`src/cpu_alu_cfg.svh`:
```
`ifndef CPU_ALU_CFG_SVH
`define CPU_ALU_CFG_SVH

// register port map, word indexes
`define ADDR_W 4
`define CORE_CONTROL_ADDR 4'h0
`define STATUS_WORD_ADDR 4'h1

// core_control fields and reset
`define CC_MSB_BIT 3
`define CC_WINDOW_BIT 2
`define CC_RESET 16'h0000

// status_word fields and reset
`define SW_DC_BIT 8
`define SW_IPL_HI 7
`define SW_IPL_LO 5
`define SW_RA_BIT 4
`define SW_N_BIT 3
`define SW_OV_BIT 2
`define SW_Z_BIT 1
`define SW_C_BIT 0
`define SW_RESET 16'h0000

// datapath sizes
`define BYTE_MSB 7
`define NIB_W 4
`define BYTE_W 8
`define WORD_W 16
`define SHIFT_LIMIT 6'h10

// divider: iteration steps, one per divisor bit, and the whole sequence length
`define DIV_STEPS 5'h10
`define DIV_TOTAL_CYCLES 19

`endif

```
`src/cpu_alu_pkg.sv`:
```
package cpu_alu_pkg;

	typedef enum logic [3:0] {
		OP_NONE = 4'b0000,
		OP_ADD = 4'b0001,
		OP_ADDC = 4'b0010,
		OP_SUB = 4'b0011,
		OP_SUBB = 4'b0100,
		OP_AND = 4'b0101,
		OP_OR = 4'b0110,
		OP_XOR = 4'b0111,
		OP_SHIFT = 4'b1000,
		OP_MUL = 4'b1001,
		OP_DIV = 4'b1010
	} aluop_type;

	typedef enum logic [2:0] {
		MUL_SS = 3'b000,
		MUL_UU = 3'b001,
		MUL_US = 3'b010,
		MUL_SU = 3'b011,
		MUL_SLIT = 3'b100,
		MUL_ULIT = 3'b101,
		MUL_BYTE = 3'b110
	} mulmode_type;

	typedef enum logic [1:0] {
		DIV_S32 = 2'b00,
		DIV_U32 = 2'b01,
		DIV_S16 = 2'b10,
		DIV_U16 = 2'b11
	} divmode_type;

	typedef enum logic [1:0] {
		DIV_IDLE = 2'b00,
		DIV_LOAD = 2'b01,
		DIV_ITER = 2'b10,
		DIV_FIX = 2'b11
	} divstate_type;

	typedef struct packed {
		aluop_type op;
		logic byteMode;
		logic srcMem;
		logic destMem;
		logic shiftArith;
		mulmode_type mulMode;
		divmode_type divMode;
		logic [4:0] literal;
		logic signed [5:0] shiftAmount;
	} request_type;

	typedef struct packed {
		logic dc;
		logic n;
		logic ov;
		logic z;
		logic c;
	} flags_type;

endpackage

```
`src/cpu_alu_mul_div_shift.sv`:
```
// Operation
// - core_control bits 15-4, 1-0 read zero
// - priority msb: reset zero, read/clear, hardware set
// - priority level is msb over status bits 7-5
// - bit 2 read/write program window enable
// - 16-bit two's complement add, sub, shift, logic
// - operations update carry, zero, negative, overflow, digit; here add/sub set all five, logic/shift only zero, negative
// - subtraction: carry is inverted borrow, digit carry inverted digit borrow
// - byte or word operand width per instruction
// - operands from registers or memory, either destination
// - 17x17 multiplier, four 16x16 sign forms
// - 16-bit times unsigned 5-bit literal
// - 8-bit unsigned times 8-bit unsigned
// - divide 32/16 and 16/16, signed and unsigned
// - quotient to register zero, remainder to one
// - divisor any register, dividend aligned odd:even pair
// - one step per divisor bit, same length
// - shift right or left up to 16, one cycle
// - shift source register or memory
// - signed amount: positive right, negative left, zero none
// - divide takes 19 cycles, interruptible without loss
// - digit carry from bit 4 byte, 8 word
// - priority msb set disables user interrupts
// - overflow on signed magnitude overflow changing sign
//
// Our own choices: the address-and-strobe port and the address map.
`timescale 1ns/1ps
`include "cpu_alu_cfg.svh"

module cpu_alu_mul_div_shift
	import cpu_alu_pkg::*;
(
	input wire logic clk,
	input wire logic nrst,
	input wire logic [`ADDR_W-1:0] regAddr,
	input wire logic [15:0] regWdata,
	input wire logic regWrite,
	input wire logic regRead,
	output logic [15:0] regRdata,
	input wire logic reqValid,
	input wire request_type req,
	input wire logic [15:0] wregA,
	input wire logic [15:0] wregB,
	input wire logic [15:0] memData,
	input wire logic [15:0] dividendHigh,
	input wire logic [15:0] dividendLow,
	input wire logic [15:0] divisor,
	input wire logic divHold,
	input wire logic priorityMsbSet,
	input wire logic repeatActive,
	output logic [15:0] result,
	output logic [15:0] resultHigh,
	output logic resultValid,
	output logic resultToMem,
	output logic resultByte,
	output logic resultWide,
	output logic [15:0] quotient,
	output logic [15:0] remainder,
	output logic divWrite,
	output logic divBusy,
	output logic [15:0] statusWord,
	output logic [3:0] priorityLevel,
	output logic userIrqDisable,
	output logic programWindowEnable
);

	logic priorityMsb;
	logic [2:0] priorityLow;
	flags_type flags;
	logic repeatSeen;
	flags_type next_flags;
	logic flagsLoad;
	logic flagsArith;
	logic [15:0] next_result;
	logic [15:0] next_resultHigh;
	logic [15:0] opA;
	logic [15:0] opB;
	logic carryIn;
	logic [16:0] sumWord;
	logic [8:0] sumByte;
	logic [4:0] sumNib;
	logic resMsb;
	logic aMsb;
	logic bMsb;
	logic [5:0] shiftMag;
	logic [15:0] shiftOut;
	logic [16:0] mulA;
	logic [16:0] mulB;
	logic signed [33:0] product;
	logic ccWrite;
	logic swWrite;
	divstate_type divState;
	divmode_type divMode;
	logic [4:0] divCount;
	logic [31:0] rawDividend;
	logic [15:0] rawDivisor;
	logic [15:0] absDivisor;
	logic [15:0] remReg;
	logic [15:0] quoReg;
	logic negQuo;
	logic negRem;
	logic [16:0] trial;
	logic [31:0] loadDividend;
	logic divSigned;
	// reset words held as constants so single fields can be selected
	localparam logic [15:0] ccReset = `CC_RESET;
	localparam logic [15:0] swReset = `SW_RESET;

	assign ccWrite = regWrite && (regAddr == `CORE_CONTROL_ADDR);
	assign swWrite = regWrite && (regAddr == `STATUS_WORD_ADDR);

	// priority msb: software may only clear; a hardware set in the same cycle wins
	always_ff @(posedge clk) begin
		if (!nrst) begin
			priorityMsb <= ccReset[`CC_MSB_BIT];
		end else if (priorityMsbSet) begin
			priorityMsb <= 1'b1;
		end else if (ccWrite && !regWdata[`CC_MSB_BIT]) begin
			priorityMsb <= 1'b0;
		end
	end

	always_ff @(posedge clk) begin
		if (!nrst) begin
			programWindowEnable <= ccReset[`CC_WINDOW_BIT];
		end else if (ccWrite) begin
			programWindowEnable <= regWdata[`CC_WINDOW_BIT];
		end
	end

	always_ff @(posedge clk) begin
		if (!nrst) begin
			userIrqDisable <= 1'b0;
		end else begin
			userIrqDisable <= priorityMsbSet || (priorityMsb && !(ccWrite && !regWdata[`CC_MSB_BIT]));
		end
	end

	always_ff @(posedge clk) begin
		if (!nrst) begin
			priorityLow <= swReset[`SW_IPL_HI:`SW_IPL_LO];
		end else if (swWrite) begin
			priorityLow <= regWdata[`SW_IPL_HI:`SW_IPL_LO];
		end
	end

	always_ff @(posedge clk) begin
		if (!nrst) begin
			repeatSeen <= swReset[`SW_RA_BIT];
		end else begin
			repeatSeen <= repeatActive;
		end
	end

	// flag updates from the datapath take priority over a software write
	always_ff @(posedge clk) begin
		if (!nrst) begin
			flags <= '0;
		end else if (flagsLoad) begin
			flags <= next_flags;
		end else if (swWrite) begin
			flags.dc <= regWdata[`SW_DC_BIT];
			flags.n <= regWdata[`SW_N_BIT];
			flags.ov <= regWdata[`SW_OV_BIT];
			flags.z <= regWdata[`SW_Z_BIT];
			flags.c <= regWdata[`SW_C_BIT];
		end
	end

	always_comb begin
		statusWord = '0;
		statusWord[`SW_DC_BIT] = flags.dc;
		statusWord[`SW_IPL_HI:`SW_IPL_LO] = priorityLow;
		statusWord[`SW_RA_BIT] = repeatSeen;
		statusWord[`SW_N_BIT] = flags.n;
		statusWord[`SW_OV_BIT] = flags.ov;
		statusWord[`SW_Z_BIT] = flags.z;
		statusWord[`SW_C_BIT] = flags.c;
	end

	assign priorityLevel = {priorityMsb, priorityLow};

	always_ff @(posedge clk) begin
		if (!nrst) begin
			regRdata <= '0;
		end else if (regRead && regAddr == `CORE_CONTROL_ADDR) begin
			regRdata <= '0;
			regRdata[`CC_MSB_BIT] <= priorityMsb;
			regRdata[`CC_WINDOW_BIT] <= programWindowEnable;
		end else if (regRead && regAddr == `STATUS_WORD_ADDR) begin
			regRdata <= statusWord;
		end else begin
			regRdata <= '0;
		end
	end

	assign opA = req.srcMem ? memData : wregA;

	// subtraction runs as a + ~b + 1, so carry out high means no borrow
	always_comb begin
		opB = wregB;
		carryIn = 1'b0;
		case (req.op)
			OP_SUB: begin
				opB = ~wregB;
				carryIn = 1'b1;
			end
			OP_SUBB: begin
				opB = ~wregB;
				carryIn = flags.c;
			end
			OP_ADDC: begin
				carryIn = flags.c;
			end
			default: begin
				carryIn = 1'b0;
			end
		endcase
	end

	assign sumWord = {1'b0, opA} + {1'b0, opB} + {16'h0000, carryIn};
	assign sumByte = {1'b0, opA[7:0]} + {1'b0, opB[7:0]} + {8'h00, carryIn};
	assign sumNib = {1'b0, opA[3:0]} + {1'b0, opB[3:0]} + {4'h0, carryIn};

	assign shiftMag = req.shiftAmount[5] ? 6'(~req.shiftAmount + 6'sh01) : req.shiftAmount;

	// left magnitudes of sixteen or more give zero; right shifts that far leave only zeros or sign bits
	always_comb begin
		if (req.shiftAmount == 6'sh00) begin
			shiftOut = opA;
		end else if (req.shiftAmount[5]) begin
			shiftOut = (shiftMag >= `SHIFT_LIMIT) ? 16'h0000 : 16'(opA << shiftMag);
		end else if (req.shiftArith) begin
			shiftOut = 16'($signed(opA) >>> shiftMag);
		end else begin
			shiftOut = 16'(opA >> shiftMag);
		end
	end

	// one signed 17x17 product covers every sign mix
	always_comb begin
		mulA = {opA[15], opA};
		mulB = {wregB[15], wregB};
		case (req.mulMode)
			MUL_SS: begin
				mulA = {opA[15], opA};
				mulB = {wregB[15], wregB};
			end
			MUL_UU: begin
				mulA = {1'b0, opA};
				mulB = {1'b0, wregB};
			end
			MUL_US: begin
				mulA = {1'b0, opA};
				mulB = {wregB[15], wregB};
			end
			MUL_SU: begin
				mulA = {opA[15], opA};
				mulB = {1'b0, wregB};
			end
			MUL_SLIT: begin
				mulA = {opA[15], opA};
				mulB = {12'h000, req.literal};
			end
			MUL_ULIT: begin
				mulA = {1'b0, opA};
				mulB = {12'h000, req.literal};
			end
			MUL_BYTE: begin
				mulA = {9'h000, opA[7:0]};
				mulB = {9'h000, wregB[7:0]};
			end
			default: begin
				mulA = {opA[15], opA};
				mulB = {wregB[15], wregB};
			end
		endcase
	end

	assign product = $signed(mulA) * $signed(mulB);

	always_comb begin
		next_result = 16'h0000;
		next_resultHigh = 16'h0000;
		flagsArith = 1'b0;
		flagsLoad = 1'b0;
		case (req.op)
			OP_ADD, OP_ADDC, OP_SUB, OP_SUBB: begin
				next_result = sumWord[15:0];
				flagsArith = 1'b1;
				flagsLoad = reqValid;
			end
			OP_AND: begin
				next_result = opA & wregB;
				flagsLoad = reqValid;
			end
			OP_OR: begin
				next_result = opA | wregB;
				flagsLoad = reqValid;
			end
			OP_XOR: begin
				next_result = opA ^ wregB;
				flagsLoad = reqValid;
			end
			OP_SHIFT: begin
				next_result = shiftOut;
				flagsLoad = reqValid;
			end
			OP_MUL: begin
				next_result = product[15:0];
				next_resultHigh = product[31:16];
			end
			default: begin
				next_result = 16'h0000;
			end
		endcase
		if (req.byteMode && req.op != OP_MUL) begin
			next_result = {8'h00, next_result[7:0]};
		end
	end

	assign resMsb = req.byteMode ? next_result[`BYTE_MSB] : next_result[15];
	assign aMsb = req.byteMode ? opA[`BYTE_MSB] : opA[15];
	assign bMsb = req.byteMode ? opB[`BYTE_MSB] : opB[15];

	always_comb begin
		next_flags = flags;
		next_flags.n = resMsb;
		next_flags.z = req.byteMode ? (next_result[7:0] == 8'h00) : (next_result == 16'h0000);
		if (flagsArith) begin
			next_flags.c = req.byteMode ? sumByte[`BYTE_W] : sumWord[`WORD_W];
			next_flags.dc = req.byteMode ? sumNib[`NIB_W] : sumByte[`BYTE_W];
			next_flags.ov = (aMsb == bMsb) && (resMsb != aMsb);
		end
	end

	always_ff @(posedge clk) begin
		if (!nrst) begin
			result <= '0;
			resultHigh <= '0;
			resultValid <= 1'b0;
			resultToMem <= 1'b0;
			resultByte <= 1'b0;
			resultWide <= 1'b0;
		end else begin
			result <= next_result;
			resultHigh <= next_resultHigh;
			resultValid <= reqValid && req.op != OP_NONE && req.op != OP_DIV;
			resultToMem <= req.destMem;
			resultByte <= req.byteMode && req.op != OP_MUL;
			resultWide <= req.op == OP_MUL;
		end
	end

	// divider: sign handling around a restoring unsigned core
	assign divSigned = (divMode == DIV_S32) || (divMode == DIV_S16);
	assign trial = {remReg, quoReg[15]};
	assign loadDividend = (divSigned && rawDividend[31]) ? 32'(~rawDividend + 32'h1) : rawDividend;

	always_ff @(posedge clk) begin
		if (!nrst) begin
			divState <= DIV_IDLE;
			divMode <= DIV_S32;
			divCount <= '0;
			rawDividend <= '0;
			rawDivisor <= '0;
			absDivisor <= '0;
			remReg <= '0;
			quoReg <= '0;
			negQuo <= 1'b0;
			negRem <= 1'b0;
		end else begin
			case (divState)
				DIV_IDLE: begin
					if (reqValid && req.op == OP_DIV) begin
						divMode <= req.divMode;
						rawDivisor <= divisor;
						case (req.divMode)
							DIV_S32, DIV_U32: rawDividend <= {dividendHigh, dividendLow};
							DIV_S16: rawDividend <= {{16{dividendLow[15]}}, dividendLow};
							default: rawDividend <= {16'h0000, dividendLow};
						endcase
						divState <= DIV_LOAD;
					end
				end
				// a hold from interrupt entry freezes the LOAD, ITER and FIX states so nothing is lost
				DIV_LOAD: begin
					if (!divHold) begin
						remReg <= loadDividend[31:16];
						quoReg <= loadDividend[15:0];
						absDivisor <= (divSigned && rawDivisor[15]) ? 16'(~rawDivisor + 16'h1) : rawDivisor;
						negQuo <= divSigned && (rawDividend[31] ^ rawDivisor[15]);
						negRem <= divSigned && rawDividend[31];
						divCount <= '0;
						divState <= DIV_ITER;
					end
				end
				DIV_ITER: begin
					if (!divHold) begin
						if (trial >= {1'b0, absDivisor}) begin
							remReg <= 16'(trial - {1'b0, absDivisor});
							quoReg <= {quoReg[14:0], 1'b1};
						end else begin
							remReg <= trial[15:0];
							quoReg <= {quoReg[14:0], 1'b0};
						end
						divCount <= 5'(divCount + 5'h01);
						if (divCount == 5'(`DIV_STEPS - 5'h01)) begin
							divState <= DIV_FIX;
						end
					end
				end
				DIV_FIX: begin
					if (!divHold) begin
						divState <= DIV_IDLE;
					end
				end
				default: begin
					divState <= DIV_IDLE;
				end
			endcase
		end
	end

	always_ff @(posedge clk) begin
		if (!nrst) begin
			quotient <= '0;
			remainder <= '0;
			divWrite <= 1'b0;
		end else begin
			divWrite <= 1'b0;
			if (divState == DIV_FIX && !divHold) begin
				quotient <= negQuo ? 16'(~quoReg + 16'h1) : quoReg;
				remainder <= negRem ? 16'(~remReg + 16'h1) : remReg;
				divWrite <= 1'b1;
			end
		end
	end

	always_ff @(posedge clk) begin
		if (!nrst) begin
			divBusy <= 1'b0;
		end else begin
			divBusy <= (divState == DIV_IDLE) ? (reqValid && req.op == OP_DIV) : !(divState == DIV_FIX && !divHold);
		end
	end

endmodule // cpu_alu_mul_div_shift

```
`config.mk`:
```
export PLATFORM = sky130hd
export DESIGN_NAME = cpu_alu_mul_div_shift
export DESIGN_NICKNAME = d
export VERILOG_FILES = /design/src/cpu_alu_pkg.sv /design/src/cpu_alu_mul_div_shift.sv
export VERILOG_INCLUDE_DIRS = /design/src /design/src/src
export SDC_FILE = /design/constraint.sdc
export NUM_CORES = 2
export LEC_CHECK = 0
export ABC_AREA = 1
export ABC_CLOCK_PERIOD_IN_PS = 14800
export BUFFER_PORTS_ARGS = -buffer_cell sky130_fd_sc_hd__buf_2
export CAP_MARGIN = 20
export CORE_AREA = 2 2 246 248
export CTS_BUF_LIST = sky130_fd_sc_hd__clkbuf_4 sky130_fd_sc_hd__clkbuf_8
export DETAILED_ROUTE_END_ITERATION = 6
export DIE_AREA = 0 0 248 250
export PLACE_DENSITY = 0.57
export SLEW_MARGIN = 20
export SYNTH_ARGS = -nofsm -noshare
export SYNTH_HDL_FRONTEND = slang
export SYNTH_SLANG_ARGS = --single-unit
```
`constraint.sdc`:
```
create_clock -name clk -period 14.8 [get_ports clk]
set_input_delay 1.48 -clock clk [delete_from_list [all_inputs] [get_ports clk]]
set_output_delay 1.48 -clock clk [all_outputs]
set_load 0.01 [all_outputs]
```
==> metrics.txt <==
Post-synth top flop=dfxtp_1; r2r startpoint=statusWord[0]$_SDFFE_PN0P_; number of clock sinks=a little under 200; CTS Buffer Depth=2; WL final=81,600 um; Filler cells=6,313; crit-path max FO=13; Crit Path Class=in2reg; final slew viol count=0; status=completed; Hold WC Path Type=reg2reg; synth-to-layout area growth=8.64%; Peak VDD IR=roughly 0.00020 V; Unique masters post-synth=slightly below 60; Worst-path clk slew=about 0.12 ns; first-pass GRT wire length=approximately 130,000 um; fmax=~0.11 GHz; DRC=0; CP endpoint kind=flip-flop; number of synthesized flops with an enable pin=0; TritonCTS Buffers=17; Root Driver=clkbuf_8; total track usage=between 20% and 30%; vias in the first global route=roughly 23k; Worst-Margin Slew=1.05 ns; DR vias=around 23k; buffer and inverter count on the worst path=6; hold path depth=2; Starting Density=41.5%; max incr delay on CP=around 0.75 ns; Setup crit start=req[14]; r2r worst-path depth=21; gp weighted congestion=roughly 0.95; placed cell area=around 26,000 um2; Core ar.=around 60,000 um2; Synth Register Bits=~200; # IOs=between 200 and 300; Post-DRT Antenna Nets=0; pwr dens=174 nW/um2; initial antenna violation count=4; largest net degree at the start of global routing=79; Worst path top cell family by delay=adder cells; YS warnings=0; post-CTS sizing=0; Post-CTS Hold Buffers=0; layout cells sized above 1=about a tenth; RSZ-0062 raised after global routing=no; final net count=approximately 4.3k; DR iter-0 viols=approximately 1.7k; port bufs=between 200 and 250; Min Hold Slack=between 0.4 and 0.5 ns; r2r setup slk=11.44 ns; Leakage=13.4 nW; Fin Clk Skew=0.0187 ns; First-pass DRT Iterations=5; htree depth=4; hold-critical path endpoint=regRdata[4]$_SDFF_PP0_; Via density=5.18; final hold vios=0; Chip Height=250 um; floorplan row count=90; utilization after layout=a little under half; dpl ws=between 5 and 6 ns; post-route clock period utilization=61.6%; CP Launch Type=primary input; fin crit period=~9.1 ns; ys async rst share=0%; setup bufs post-CTS=0; max_slew headroom=29.4%; Syn Area/Cell=around 7.0 um2; maxcap violations=0; worst skew pair latency=roughly 0.52 ns; final count of negative-setup-slack endpoints=0; crit-path most repeated cell=fa_1; Crit path required time=15.27 ns; reg-to-reg endpoint=statusWord[1]$_SDFFE_PN0P_; Setup TNS Final=0 ns; Synth Instances=between 3k and 4k; HPWL after DPL=approximately 64,000 um; hold_sp=repeatSeen$_SDFF_PN0_; Crit path arrival time=9.59 ns; mapped cell area=24,700 um2; Overflow after GRT=0; routed len/inst=between 15 and 20 um; Critical-path top delay cell=nor2_1; die area=62,000 um2; sequential share of the synthesized area=16.0%; Die Wd=between 200 and 250 um; final instance area=between 20,000 and 30,000 um2; Setup WS post-layout=between 5 and 6 ns; CTS tree=done
[cells in the mapped netlist (4+ instances only)]
cell type / instances / area [um2]
nand3b_1: 6 / 45.0
nor4_1: 4 / 25.0
dfxtp_1: 197 / 3940
clkinv_1: 13 / 48.8
nor3_1: 34 / 170
o21ai_0: 198 / 991
a211oi_1: 5 / 37.5
inv_2: 14 / 52.6
nand2_2: 15 / 93.8
nand2_4: 4 / 45.0
nand3_2: 4 / 40.0
clkbuf_1: 78 / 293
buf_6: 6 / 67.6
nand4_1: 25 / 156
nor2_1: 422 / 1580
nor2_2: 5 / 31.3
o221ai_1: 17 / 149
a21o_1: 5 / 37.5
fa_1: 285 / 5710
a21boi_0: 4 / 30.0
o21a_1: 5 / 37.5
a21oi_1: 224 / 1120
a221oi_1: 14 / 123
xor2_1: 68 / 596
o21bai_1: 5 / 37.5
or2_2: 21 / 131
buf_4: 26 / 195
nand2_1: 708 / 2660
nand3_1: 180 / 901
nor2_4: 6 / 67.6
ha_1: 157 / 1960
o21ai_2: 4 / 35.0
inv_1: 610 / 2290
buf_2: 17 / 85.1
a31oi_1: 28 / 175
o211ai_1: 19 / 143
buf_1: 18 / 67.6
o21ai_1: 18 / 90.1
xnor2_1: 23 / 201
[metrics by stage]
stage	cells	total power [mW]
6_report	4467	4.66
4_1_cts	4463	4.69
2_1_floorplan	3533	3.30
3_3_place_gp	4431	4.30
5_1_grt	4464	5.20
3_5_place_dp	4431	4.30
[flip-flops by register name, indices dropped and copies added (netlist names), 9 cells and up]
register and flops:
rawDividend 32, absDivisor 16, quoReg 16, quotient 16, rawDivisor 16, remReg 16, remainder 16, resultHigh 16
result 16, regRdata 9
[cell usage in the layout (no fill, tap or decap), types with 5 or more instances in the layout]
cell type,instances
nor2_4,8
nand2_2,15
a31oi_1,28
o21a_1,5
nand4_1,25
buf_4,28
dfxtp_1,197
or2_2,21
fa_1,285
o21ai_0,198
clkbuf_8,18
a221oi_1,14
conb_1,14
o221ai_1,17
xor2_1,68
o211ai_1,19
o21bai_1,5
buf_2,233
nor2_2,7
nand3_1,180
ha_1,156
xnor2_1,23
a21o_1,5
nor3_1,34
nand2_1,708
nor2_1,418
clkinv_1,13
o21ai_1,18
a21oi_1,224
inv_8,7
inv_1,608
a211oi_1,5
inv_2,16
nand3b_1,6
[routing by layer]
layer  GRT usage [%]  wire length [um]  vias up
met5               0                34        -
met4            8.93              2810        6
met3            4.16              5390      153
met2            43.6             37600      734
met1            36.3             35800    11000
li1                -                 -    11300
[cells by family (layout without fill, tap and decap cells)]
group                    Yosys count  count (layout)  share of synthesized area, %
buffers and inverters            784             932                          12.6
other                              1              18                        0.0152
AND/OR/NAND/NOR                 1442            1442                          24.3
flip-flops                       197             197                          16.0
AO/OA/AOI/OAI                    562             562                          12.8
XOR/XNOR                          92              92                          3.29
adder cells (fa/ha/maj)          442             442                          31.0
[power breakdown]
part           total [mW]  switching, mW  leakage [nW]  internal (mW)
registers           0.664         0.0681          1.60          0.596
clock network       0.358          0.226         0.199          0.132
logic                3.64           2.32          11.6           1.32
[final cells by class]
| cell class | count | area (um2) | area share [%] |
|---|---|---|---|
| multi-input cells | 2552 | 17700 | 66.1 |
| diodes | 4 | 10.0 | 0.0373 |
| flip-flops and latches | 197 | 3940 | 14.7 |
| repair buffers | 261 | 1380 | 5.13 |
| clock buffers | 18 | 248 | 0.923 |
| well taps | 782 | 978 | 3.64 |
| clock inverters | 14 | 153 | 0.568 |
| inverters | 639 | 2400 | 8.95 |
[how the worst max path moves through the flow]
stage | slack [ns] | cells after the start | endpoint
final | 5.68 | 30 | statusWord[1]$_SDFFE_PN0P_
after global routing | 5.14 | 31 | statusWord[1]$_SDFFE_PN0P_
after CTS | 5.94 | 30 | statusWord[1]$_SDFFE_PN0P_
after detailed placement | 5.37 | 30 | statusWord[1]$_SDFFE_PN0P_
after global placement | 5.38 | 30 | statusWord[1]$_SDFFE_PN0P_
after floorplan | 7.09 | 31 | resultHigh[11]$_SDFF_PN0_
[worst min-delay path, delay by kind of cell (launching register included)]
kind | cells | cell delay, ns
DFF | 1 | 0.33
and+or+nand+nor | 1 | 0.03
buffers and inverters | 1 | 0.05
(Power assumes the default switching activity.)
